[src/hdl/fadc_cfg.svh]
// constants of the flash converter digital back end: sizes, register map,
// field positions and reset values; included by package and modules.
// assumes a 32-bit apb with byte addresses and word aligned registers.
`ifndef FADC_CFG_SVH
`define FADC_CFG_SVH

`define FADC_COMPARATORS 256
`define FADC_COLUMNS 4
`define FADC_COL_INPUTS 64
`define FADC_COL_CNT_W 7
`define FADC_SUM_W 9
`define FADC_WORD_W 8
`define FADC_LOW_W 7
`define FADC_COL_FULL 7'h40

`define FADC_ADDR_W 12
`define FADC_ADDR_CTRL 12'h000
`define FADC_ADDR_PERIOD 12'h004
`define FADC_ADDR_STATUS 12'h008
`define FADC_ADDR_MASK 12'h00c
`define FADC_ADDR_DATA 12'h010
`define FADC_ADDR_COUNT 12'h014

`define FADC_CTRL_EN 0
`define FADC_CTRL_MSB_INV 1
`define FADC_CTRL_LOW_INV 2
`define FADC_CTRL_STB_POL 3
`define FADC_CTRL_W 4
`define FADC_CTRL_RST 4'h0

`define FADC_EVT_DONE 0
`define FADC_EVT_OVR 1
`define FADC_EVT_W 2

`define FADC_PERIOD_W 8
`define FADC_PERIOD_RST 8'h02
`define FADC_PERIOD_MIN 8'h02
`define FADC_COUNT_W 16

`endif

[src/hdl/fadc_pkg.sv]
// types shared by the converter back end modules.
// assumes fadc_cfg.svh is on the include path.
`include "fadc_cfg.svh"

package fadc_pkg;
	typedef logic [`FADC_COL_CNT_W-1:0] fadc_colcnt_type;
	typedef logic [`FADC_WORD_W-1:0] fadc_word_type;
	typedef logic [`FADC_EVT_W-1:0] fadc_evt_type;
	typedef logic [`FADC_PERIOD_W-1:0] fadc_period_type;
endpackage

[src/hdl/fadc_col_decoder.sv]
// one column decoder: counts the ones among its comparator decisions.
// assumes the caller latches the count; purely combinational.
`timescale 1ns/1ps
`include "fadc_cfg.svh"

module fadc_col_decoder
	import fadc_pkg::*;
#(
	parameter int INPUTS = `FADC_COL_INPUTS
)
(
	input wire logic [INPUTS-1:0] col_bits,
	output fadc_colcnt_type col_count
);

	// ones count
	// a single flipped decision moves a count by one, never by a
	// power of two as a priority encoder would on a bubble
	always_comb
	begin
		col_count = '0;
		for (int i = 0; i < INPUTS; i++)
		begin
			col_count = col_count + fadc_colcnt_type'(col_bits[i]);
		end
	end

endmodule // fadc_col_decoder

[src/hdl/fadc_out_stage.sv]
// output inversion and output latches of the converter.
// assumes load is a one-cycle pulse on pclk; controls are registers.
`timescale 1ns/1ps
`include "fadc_cfg.svh"

module fadc_out_stage
	import fadc_pkg::*;
(
	input wire logic pclk,
	input wire logic presetn,
	input wire logic load,
	input wire fadc_word_type raw_word,
	input wire logic raw_over,
	input wire logic msb_inv,
	input wire logic low_inv,
	output fadc_word_type word_ff,
	output logic over_ff
);

	fadc_word_type nxt_word;

	always_comb
	begin
		nxt_word = {raw_word[`FADC_WORD_W-1] ^ msb_inv,
			raw_word[`FADC_LOW_W-1:0] ^ {`FADC_LOW_W{low_inv}}};
		if (raw_over)
		begin
			nxt_word = '1;
		end
	end

	always_ff @(posedge pclk or negedge presetn)
	begin
		if (!presetn)
		begin
			word_ff <= '0;
			over_ff <= 1'b0;
		end
		else if (load)
		begin
			word_ff <= nxt_word;
			over_ff <= raw_over;
		end
	end

endmodule // fadc_out_stage

[src/hdl/fadc_top.sv]
// top of the flash converter digital back end: pin synchroniser,
// thermometer capture, column decode, output stage, apb registers, irq.
// assumes the comparator pins are asynchronous to pclk and that software
// programs the sample period before setting the enable bit.
//
// Our own choices: register access over APB and the register offsets.
`timescale 1ns/1ps
`include "fadc_cfg.svh"

module fadc_top
	import fadc_pkg::*;
#(
	parameter int COMPARATORS = `FADC_COMPARATORS,
	parameter int COLUMNS = `FADC_COLUMNS
)
(
	input wire logic pclk,
	input wire logic presetn,
	input wire logic psel,
	input wire logic penable,
	input wire logic pwrite,
	input wire logic [`FADC_ADDR_W-1:0] paddr,
	input wire logic [31:0] pwdata,
	output logic [31:0] prdata,
	output logic pready,
	output logic pslverr,
	input wire logic [COMPARATORS-1:0] comparator_bits,
	output logic [`FADC_LOW_W-1:0] low_result_bits,
	output logic top_result_bit,
	output logic overrange_flag,
	output logic sample_valid_strobe,
	output logic irq
);

	localparam int COL_IN = COMPARATORS / COLUMNS;

	////////////////////////////////////////////////////////////////////////
	// declarations

	logic [COMPARATORS-1:0] comp_meta_ff;
	logic [COMPARATORS-1:0] comp_sync_ff;
	logic [COMPARATORS-1:0] therm_ff;
	fadc_colcnt_type col_count [COLUMNS];
	fadc_colcnt_type col_ff [COLUMNS];
	logic [`FADC_SUM_W-1:0] code_sum;
	fadc_word_type raw_word;
	logic raw_over;
	fadc_word_type word_out;
	logic over_out;

	logic [`FADC_CTRL_W-1:0] ctrl_ff;
	fadc_period_type period_ff;
	fadc_period_type rate_cnt_ff;
	fadc_evt_type status_ff;
	fadc_evt_type mask_ff;
	logic [`FADC_COUNT_W-1:0] count_ff;

	logic tick_capture;
	logic tick_decode_ff;
	logic tick_load_ff;
	logic tick_word_ff;
	logic strobe_ff;

	logic wr_en;
	logic rd_en;
	logic addr_hit;
	logic [31:0] rd_mux;
	fadc_evt_type evt_set;
	fadc_evt_type evt_clr;
	fadc_period_type nxt_period;

	////////////////////////////////////////////////////////////////////////
	// pin synchroniser

	// comparator decisions arrive from another timing domain; only the
	// second stage is read by logic, a split word is caught by the
	// ones counting below and costs at most one lsb
	always_ff @(posedge pclk or negedge presetn)
	begin
		if (!presetn)
		begin
			comp_meta_ff <= '0;
			comp_sync_ff <= '0;
		end
		else
		begin
			comp_meta_ff <= comparator_bits;
			comp_sync_ff <= comp_meta_ff;
		end
	end

	////////////////////////////////////////////////////////////////////////
	// sample timing

	// one sample every period_ff cycles while enabled
	assign tick_capture = ctrl_ff[`FADC_CTRL_EN] &&
		(rate_cnt_ff == fadc_period_type'(0));

	always_ff @(posedge pclk or negedge presetn)
	begin
		if (!presetn)
		begin
			rate_cnt_ff <= '0;
		end
		else if (!ctrl_ff[`FADC_CTRL_EN])
		begin
			rate_cnt_ff <= '0;
		end
		else if (tick_capture)
		begin
			rate_cnt_ff <= period_ff - fadc_period_type'(1);
		end
		else
		begin
			rate_cnt_ff <= rate_cnt_ff - fadc_period_type'(1);
		end
	end

	always_ff @(posedge pclk or negedge presetn)
	begin
		if (!presetn)
		begin
			tick_decode_ff <= 1'b0;
			tick_load_ff <= 1'b0;
			tick_word_ff <= 1'b0;
			strobe_ff <= 1'b0;
		end
		else
		begin
			tick_decode_ff <= tick_capture;
			tick_load_ff <= tick_decode_ff;
			tick_word_ff <= tick_load_ff;
			strobe_ff <= tick_word_ff;
		end
	end

	////////////////////////////////////////////////////////////////////////
	// thermometer capture and column decode

	always_ff @(posedge pclk or negedge presetn)
	begin
		if (!presetn)
		begin
			therm_ff <= '0;
		end
		else if (tick_capture)
		begin
			therm_ff <= comp_sync_ff;
		end
	end

	generate
		for (genvar c = 0; c < COLUMNS; c++)
		begin : g_col
			fadc_col_decoder #(
				.INPUTS(COL_IN)
			) u_dec (
				.col_bits(therm_ff[c*COL_IN +: COL_IN]),
				.col_count(col_count[c])
			);

			always_ff @(posedge pclk or negedge presetn)
			begin
				if (!presetn)
				begin
					col_ff[c] <= '0;
				end
				else if (tick_decode_ff)
				begin
					col_ff[c] <= col_count[c];
				end
			end
		end
	endgenerate

	// combine columns
	// the sum of full columns gives the upper two bits (the partial
	// column index) and the partial column's count the lower six
	always_comb
	begin
		code_sum = '0;
		for (int c = 0; c < COLUMNS; c++)
		begin
			code_sum = code_sum + `FADC_SUM_W'(col_ff[c]);
		end
	end

	// overrange detect
	// every comparator set is the one level beyond the eight-bit range
	assign raw_over = code_sum[`FADC_SUM_W-1];
	assign raw_word = code_sum[`FADC_WORD_W-1:0];

	////////////////////////////////////////////////////////////////////////
	// output stage

	fadc_out_stage u_out (
		.pclk(pclk),
		.presetn(presetn),
		.load(tick_load_ff),
		.raw_word(raw_word),
		.raw_over(raw_over),
		.msb_inv(ctrl_ff[`FADC_CTRL_MSB_INV]),
		.low_inv(ctrl_ff[`FADC_CTRL_LOW_INV]),
		.word_ff(word_out),
		.over_ff(over_out)
	);

	assign low_result_bits = word_out[`FADC_LOW_W-1:0];
	assign top_result_bit = word_out[`FADC_WORD_W-1];
	assign overrange_flag = over_out;

	// edge after word
	// strobe leaves its idle level one cycle after the word changes, so a receiver
	// latching on it sees a full cycle of setup
	// receiver uses strobe
	assign sample_valid_strobe = strobe_ff ^ ctrl_ff[`FADC_CTRL_STB_POL];

	////////////////////////////////////////////////////////////////////////
	// apb slave

	// zero wait states: every access finishes in its first access cycle
	assign pready = 1'b1;
	assign wr_en = psel && penable && pwrite;
	assign rd_en = psel && penable && !pwrite;

	always_comb
	begin
		addr_hit = 1'b1;
		rd_mux = '0;
		case (paddr)
			`FADC_ADDR_CTRL: rd_mux[`FADC_CTRL_W-1:0] = ctrl_ff;
			`FADC_ADDR_PERIOD: rd_mux[`FADC_PERIOD_W-1:0] = period_ff;
			`FADC_ADDR_STATUS: rd_mux[`FADC_EVT_W-1:0] = status_ff;
			`FADC_ADDR_MASK: rd_mux[`FADC_EVT_W-1:0] = mask_ff;
			`FADC_ADDR_DATA: rd_mux[`FADC_WORD_W:0] = {over_out, word_out};
			`FADC_ADDR_COUNT: rd_mux[`FADC_COUNT_W-1:0] = count_ff;
			default: addr_hit = 1'b0;
		endcase
	end

	assign prdata = rd_en ? rd_mux : 32'h0000_0000;
	assign pslverr = psel && penable && !addr_hit;

	always_ff @(posedge pclk or negedge presetn)
	begin
		if (!presetn)
		begin
			ctrl_ff <= `FADC_CTRL_RST;
		end
		else if (wr_en && paddr == `FADC_ADDR_CTRL)
		begin
			ctrl_ff <= pwdata[`FADC_CTRL_W-1:0];
		end
	end

	// a period below the minimum would starve the strobe of its low phase
	always_comb
	begin
		nxt_period = pwdata[`FADC_PERIOD_W-1:0];
		if (nxt_period < `FADC_PERIOD_MIN)
		begin
			nxt_period = `FADC_PERIOD_MIN;
		end
	end

	always_ff @(posedge pclk or negedge presetn)
	begin
		if (!presetn)
		begin
			period_ff <= `FADC_PERIOD_RST;
		end
		else if (wr_en && paddr == `FADC_ADDR_PERIOD)
		begin
			period_ff <= nxt_period;
		end
	end

	always_ff @(posedge pclk or negedge presetn)
	begin
		if (!presetn)
		begin
			mask_ff <= '0;
		end
		else if (wr_en && paddr == `FADC_ADDR_MASK)
		begin
			mask_ff <= pwdata[`FADC_EVT_W-1:0];
		end
	end

	always_ff @(posedge pclk or negedge presetn)
	begin
		if (!presetn)
		begin
			count_ff <= '0;
		end
		else if (tick_load_ff)
		begin
			count_ff <= count_ff + `FADC_COUNT_W'(1);
		end
	end

	////////////////////////////////////////////////////////////////////////
	// interrupt status

	always_comb
	begin
		evt_set = '0;
		evt_set[`FADC_EVT_DONE] = tick_load_ff;
		evt_set[`FADC_EVT_OVR] = tick_load_ff && raw_over;
		evt_clr = '0;
		if (wr_en && paddr == `FADC_ADDR_STATUS)
		begin
			evt_clr = pwdata[`FADC_EVT_W-1:0];
		end
	end

	// set beats a same-cycle write-one-to-clear
	always_ff @(posedge pclk or negedge presetn)
	begin
		if (!presetn)
		begin
			status_ff <= '0;
		end
		else
		begin
			status_ff <= (status_ff & ~evt_clr) | evt_set;
		end
	end

	assign irq = |(status_ff & mask_ff);

endmodule // fadc_top

[config.mk]
export PLATFORM = sky130hd
export DESIGN_NAME = fadc_top
export DESIGN_NICKNAME = d
export VERILOG_FILES = /design/src/hdl/fadc_pkg.sv /design/src/hdl/fadc_col_decoder.sv /design/src/hdl/fadc_out_stage.sv /design/src/hdl/fadc_top.sv
export VERILOG_INCLUDE_DIRS = /design/src /design/src/hdl
export SDC_FILE = /design/constraint.sdc
export NUM_CORES = 1
export LEC_CHECK = 0
export BUFFER_PORTS_ARGS = -buffer_cell sky130_fd_sc_hd__buf_2
export CAP_MARGIN = 40
export CORE_ASPECT_RATIO = 1.75
export CORE_MARGIN = 2
export CORE_UTILIZATION = 45
export DETAILED_ROUTE_END_ITERATION = 7
export GPL_TIMING_DRIVEN = 0
export SYNTH_ARGS = -nofsm -noshare
export SYNTH_HDL_FRONTEND = slang
export SYNTH_SLANG_ARGS = --single-unit
[constraint.sdc]
create_clock -name pclk -period 12.3 [get_ports pclk]
set_input_delay 0.615 -clock pclk [delete_from_list [all_inputs] [get_ports pclk]]
set_output_delay 0.615 -clock pclk [all_outputs]
set_load 0.02 [all_outputs]
# --- Word-level counts from Yosys, hierarchy flattened ---
# Index checks and enable logic that the tools add are counted.
word_totals:
  latch_bits: 0
  mem_count: 0
  register_bits: 849
  input_bits: 305
  elab_cells: 318
  mem_bits_rw: 0
  mem_bits_ro: 0
op_classes:
  div: 0
  add_sub_neg: 258
  eq_ne: 5
  shifts: 0
  order_cmp: 1
  bitwise: 7
  n_mul: 0
  n_reduce_logical: 16
  muxes: 12
ops:
  columns: ["op", "count"]
  rows:
  - ["7-bit by 1-bit adder with 7-bit output", 248]
  - ["8-bit two-way mux", 4]
  - ["12-bit by 4-bit equality test with 1-bit output, second input constant", 2]
  - ["12-bit by 5-bit equality test with 1-bit output, second input constant", 2]
  - ["16-bit by 1-bit adder with 16-bit output, second input constant", 1]
  - ["16-bit two-way mux", 1]
  - ["8-bit by 1-bit subtractor with 8-bit output, second input constant", 2]
  - ["12-bit by 3-bit equality test with 1-bit output, second input constant", 1]
  - ["12-bit zero test", 1]
  - ["2-bit case mux with 6 select lines", 1]
  - ["4-bit case mux with 3 select lines", 1]
  - ["1-bit logical AND", 10]
  - ["8-bit by 7-bit adder with 9-bit output", 1]
  - ["9-bit by 7-bit adder with 9-bit output", 1]
  - ["1-bit by 1-bit adder with 2-bit output", 4]
  - ["7-bit by 7-bit adder with 8-bit output", 1]
  - ["8-bit zero test", 1]
  - ["8-bit by 2-bit < comparator with 1-bit output, second input constant", 1]
  - ["2-bit case mux with 4 select lines", 1]
  - ["7-bit two-way mux", 1]
  - ["7-bit XOR", 1]
  - ["6-bit OR reduction", 1]
  - ["2-bit AND", 2]
  - ["1-bit zero test", 2]
  - ["other kinds (7)", 8]

# --- Logic depth before layout (Yosys ltp) ---
depth:
  depth_word: 63
  ltp_mapped: 22
  ltp_nobuf: 22

# --- Cells and area by module ---
# Synthesis repeated with hierarchy kept, for this count alone.
hier_totals:
  hier_cells: 2236
  area_unflattened_um2: 33973.8
modules_own_cells:
  columns: ["mod", "area_per_inst_um2", "cells_per_inst", "n_inst"]
  rows:
  - ["fadc_top", 26446.6, 1462, 1]
  - ["fadc_col_decoder at g_col[0].u_dec ...", 1776.7, 184, 2]
  - ["fadc_col_decoder at g_col[1].u_dec ...", 1761.7, 184, 2]
  - ["fadc_out_stage", 450.4, 38, 1]

# --- Worst setup path before layout ---
# Ideal clock, no wire load.
synth_timing:
  kind: "reg2reg"
  start: "register therm_ff[0]"
  end: "register col_ff[25] (netlist name)"
  setup_ns: 0.125
  period_less_slack_ns: 6.067
  n_path_buf: 0
  arrival_ns: 5.943
  stages_incl_launch_ff: 20
  path_slack_ns: 6.233
  path_cell_list: "dfrtp_1 -> ha_1 -> inv_1 -> fa_1 -> inv_1 -> fa_1 -> fa_1 -> fa_1 -> fa_1 -> fa_1 -> inv_1 -> fa_1 -> fa_1 -> fa_1 -> fa_1 -> nor2b_1 -> o21ai_0 -> nand2b_1 -> xor2_1 -> mux2_2"
synth_via:
  elab_chain_cells: 63
synth_rtl:
  columns: ["element", "line", "text"]
  rows:
  - ["from (decl)", "fadc_top.sv:42", "logic [COMPARATORS-1:0] therm_ff;"]
  - ["from (signal assigned)", "fadc_top.sv:148", "therm_ff <= comp_sync_ff;"]
  - ["1-bit by 1-bit adder with 2-bit output", "fadc_col_decoder.sv:24", "col_count = col_count + fadc_colcnt_type'(col_bits[i]);"]
  - ["7-bit by 1-bit adder with 7-bit output (62 in series)", "fadc_col_decoder.sv:24", null]
  - ["to (signal, indexed assignment)", "fadc_top.sv:170", "col_ff[c] <= col_count[c];"]
  - ["to (decl)", "fadc_top.sv:44", "fadc_colcnt_type col_ff [COLUMNS];"]
# Every way passes these cells.
# A chain may end at the register's enable or synchronous reset.

# --- Final worst setup path ---
# Same ends and word-level chain as after synthesis.

==> impl_metrics.json <==
{
  "clock.fmax_mhz": 155.2,
  "cts_buffers": 79,
  "pin_count": 350,
  "drv_slew": 0,
  "num_vias": 17780,
  "cts_root_buffer": "clkbuf_16",
  "drive_above_1_share_pct": 19.87,
  "port_buffers": 308,
  "max-slew-margin-rel_pct": 42.79,
  "drt_wl_total_microns": 69370,
  "rows": 132,
  "cp_max_fo": 2,
  "cts_htree_levels": 3,
  "synth_top_area_share_pct": 63.20,
  "synth_area_per_cell_sq_um": 14.16,
  "synthTopCellsByArea": "dfrtp_1 (63%), fa_1 (14%), inv_1 (4.5%)",
  "syn_inst": 2371,
  "skew_ps": 20.59,
  "clkLatencyLatePin_ps": 650,
  "synth_ff_type": "dfrtp_1",
  "ys_seq_area_share_pct": 63.28,
  "max_cap_viol_count": 0,
  "worst_hold_path_type": "input port to flip-flop",
  "async_reset_ff_share_pct": 100.0,
  "power.density_mw_per_mm2": 149.6,
  "fillers": 6278,
  "vias_per_cell": 4.699,
  "grt_antenna_before_repair": 9,
  "cts_hold_buf": 1,
  "reg2reg_depth": 19,
  "grt_pass1_vias": 20090,
  "dieArea_sq_mm": 0.07690,
  "syn_area_sq_mm": 0.03357,
  "setup_ws_ps": 5857,
  "fp.dieW_microns": 210.5,
  "cts.path.max_buffers": 3,
  "cts_tree": "built",
  "holdPathStages": 1,
  "place_ws_ps": 5849,
  "path_clk_slew_ps": 70,
  "post-route-min-period_ps": 6443,
  "critical_path_class": "flip-flop to flip-flop",
  "chipHeight_microns": 365.3,
  "dp_hpwl_microns": 52040,
  "worst_slew_pin_slew_ps": 854.1,
  "wl_per_cell_microns": 18.33,
  "ys_ff_latch": 849,
  "cp.arrival_ps": 6960,
  "start_util_pct": 45.38,
  "cp-end-kind": "flip-flop",
  "synth-edff-count": 0,
  "grt_max_degree": 138,
  "ff_latch_area_sq_mm": 0.02125,
  "overflow": 0,
  "drcViolationCount": 0,
  "rsz0062_at_grt": "false",
  "cts_setup_buffers": 0,
  "p_leak_uw": 0.01969,
  "yosysTopAreaCell": "dfrtp_1",
  "globalplace.congestion": 0.8405,
  "grt_pass1_wl_microns": 110500,
  "ctsResizeCount": 0,
  "syn2layout_area_growth_pct": 17.42,
  "drt_iter0_drc": 907,
  "multi_input_area_sq_mm": 0.01042,
  "setup_viol": 0,
  "yosys_warnings": 0,
  "outcome": "finished, final reports clean",
  "core_sq_mm": 0.07399,
  "grtUsageTotal_pct": 19.05,
  "ys_types": 58,
  "hold_viol": 0,
  "cp.required_ps": 12820,
  "post-route-period-util_pct": 52.38,
  "nets": 3393,
  "fin_util_pct": 53.28,
  "postRouteAntennaNets": 0,
  "irDropWorstVdd_uv": 145.7,
  "clock-sinks": 849,
  "timing.hold.ws_ps": 63.69,
  "critPathLaunchType": "flip-flop",
  "firstDrtPassIters": 5
}
## cell families (layout without fill, tap and decap cells)
kind of cell	Yosys count	after routing	synth area share [%]
flops	849	849	63.28
mux	152	152	5.072
xor+xnor	46	46	1.200
fa+ha+maj	304	304	16.47
simple gates	296	296	4.040
buf+inv	477	934	5.855
compound gates	245	245	4.058
other cells	2	21	0.02237
## cell usage in the layout (no fill, tap or decap), drive strengths merged, types with 3 or more instances in the layout
cell type  instances
nor4b              3
mux2i             16
nor2              45
bufinv            15
xor2              16
and3               4
o211ai             6
a31oi             13
clkinv            18
a311o              3
xnor2             30
diode              4
nor4               5
and2              12
conb              17
a31o               3
nor3b              4
buf              378
o21a               5
o21ai            164
inv              402
nand2b             5
o21bai             3
clkbuf           118
nor3               7
fa               230
nand3              8
a211oi             6
dfrtp            848
a21boi             5
nor2b             14
mux2             135
a21o               4
nand2            175
or2                4
or3                3
a21oi             27
ha                74
## cells in the mapped netlist, drive strengths merged (16+ instances only)
cell	instances
a21oi	27
xor2	16
clkbuf	16
dfrtp	848
buf	62
mux2i	16
nand2	175
nor2	45
xnor2	30
inv	399
fa	230
mux2	135
ha	74
o21ai	164
## metal layers
layer	GRT usage, %	vias up	part of all wire [%]
met3	3.129	145	4.4
met2	33.61	424	52
met5	0	-	0.059
met4	9.473	6	4.3
li1	-	8133	-
met1	22.64	9076	39
## through the flow
stage / TNS, ps / instances / instance area [sq um] / power, uW
global placement: -5284710 / 3632 / 36350 / 3297
finish: 0 / 3785 / 39420 / 5900
CTS: 0 / 3781 / 39410 / 5998
global route: 0 / 3781 / 39410 / 6154
floorplan: 0 / 2386 / 33630 / 3115
detailed placement: 0 / 3640 / 36560 / 3310
## flip-flops by register name, summed over array words and instances, names as in the netlist, 2 cells and up
signal / count
period_ff: 8
ctrl_ff: 4
status_ff: 2
count_ff: 16
comp_meta_ff: 256
comp_sync_ff: 256
col_ff: 28
mask_ff: 2
therm_ff: 256
u_out.word_ff: 8
rate_cnt_ff: 8
## where the power goes
group          total (uW)  internal (uW)  switching [uW]
logic                 318            130             187
clock network        2650           1590            1060
registers            2930           2890            37.0
total                5900           4610            1290
## critical path, cell delays in order, from the launching register on
cell and delay (ps):
dfrtp_1 390, ha_1 280, inv_1 40, fa_1 470, inv_1 50, fa_1 480
fa_1 580, fa_1 470, fa_1 520, fa_1 530, inv_1 50, fa_1 500
fa_1 450, fa_1 420, fa_1 420, nor2b_1 110, o21ai_0 80, nand2b_1 110
xor2_1 90, mux2_2 260
## worst paths after layout
check,startpoint,endpoint,slack [ps]
worst min-delay path,comparator_bits[161],comp_meta_ff[161],60
worst min register to register,comp_meta_ff[95],comp_sync_ff[95],340
worst max register to register,therm_ff[0],col_ff[25],5860
max in group asynchronous,presetn,comp_meta_ff[165],9630
min in group asynchronous,presetn,comp_sync_ff[52],530
worst max-delay path,therm_ff[0],col_ff[25],5860
## area by class of cell
class                   instances  area share [%]
multi-input cells            1060           26.43
well taps                     938           2.977
repair buffers                317           4.488
flip-flops and latches        849           53.89
clock buffers                 102           5.592
diodes                          4         0.02539
plain buffers                  78           1.187
clock inverters                38           1.612
inverters                     399           3.799
Note: power is estimated with default switching activity, not from simulation.
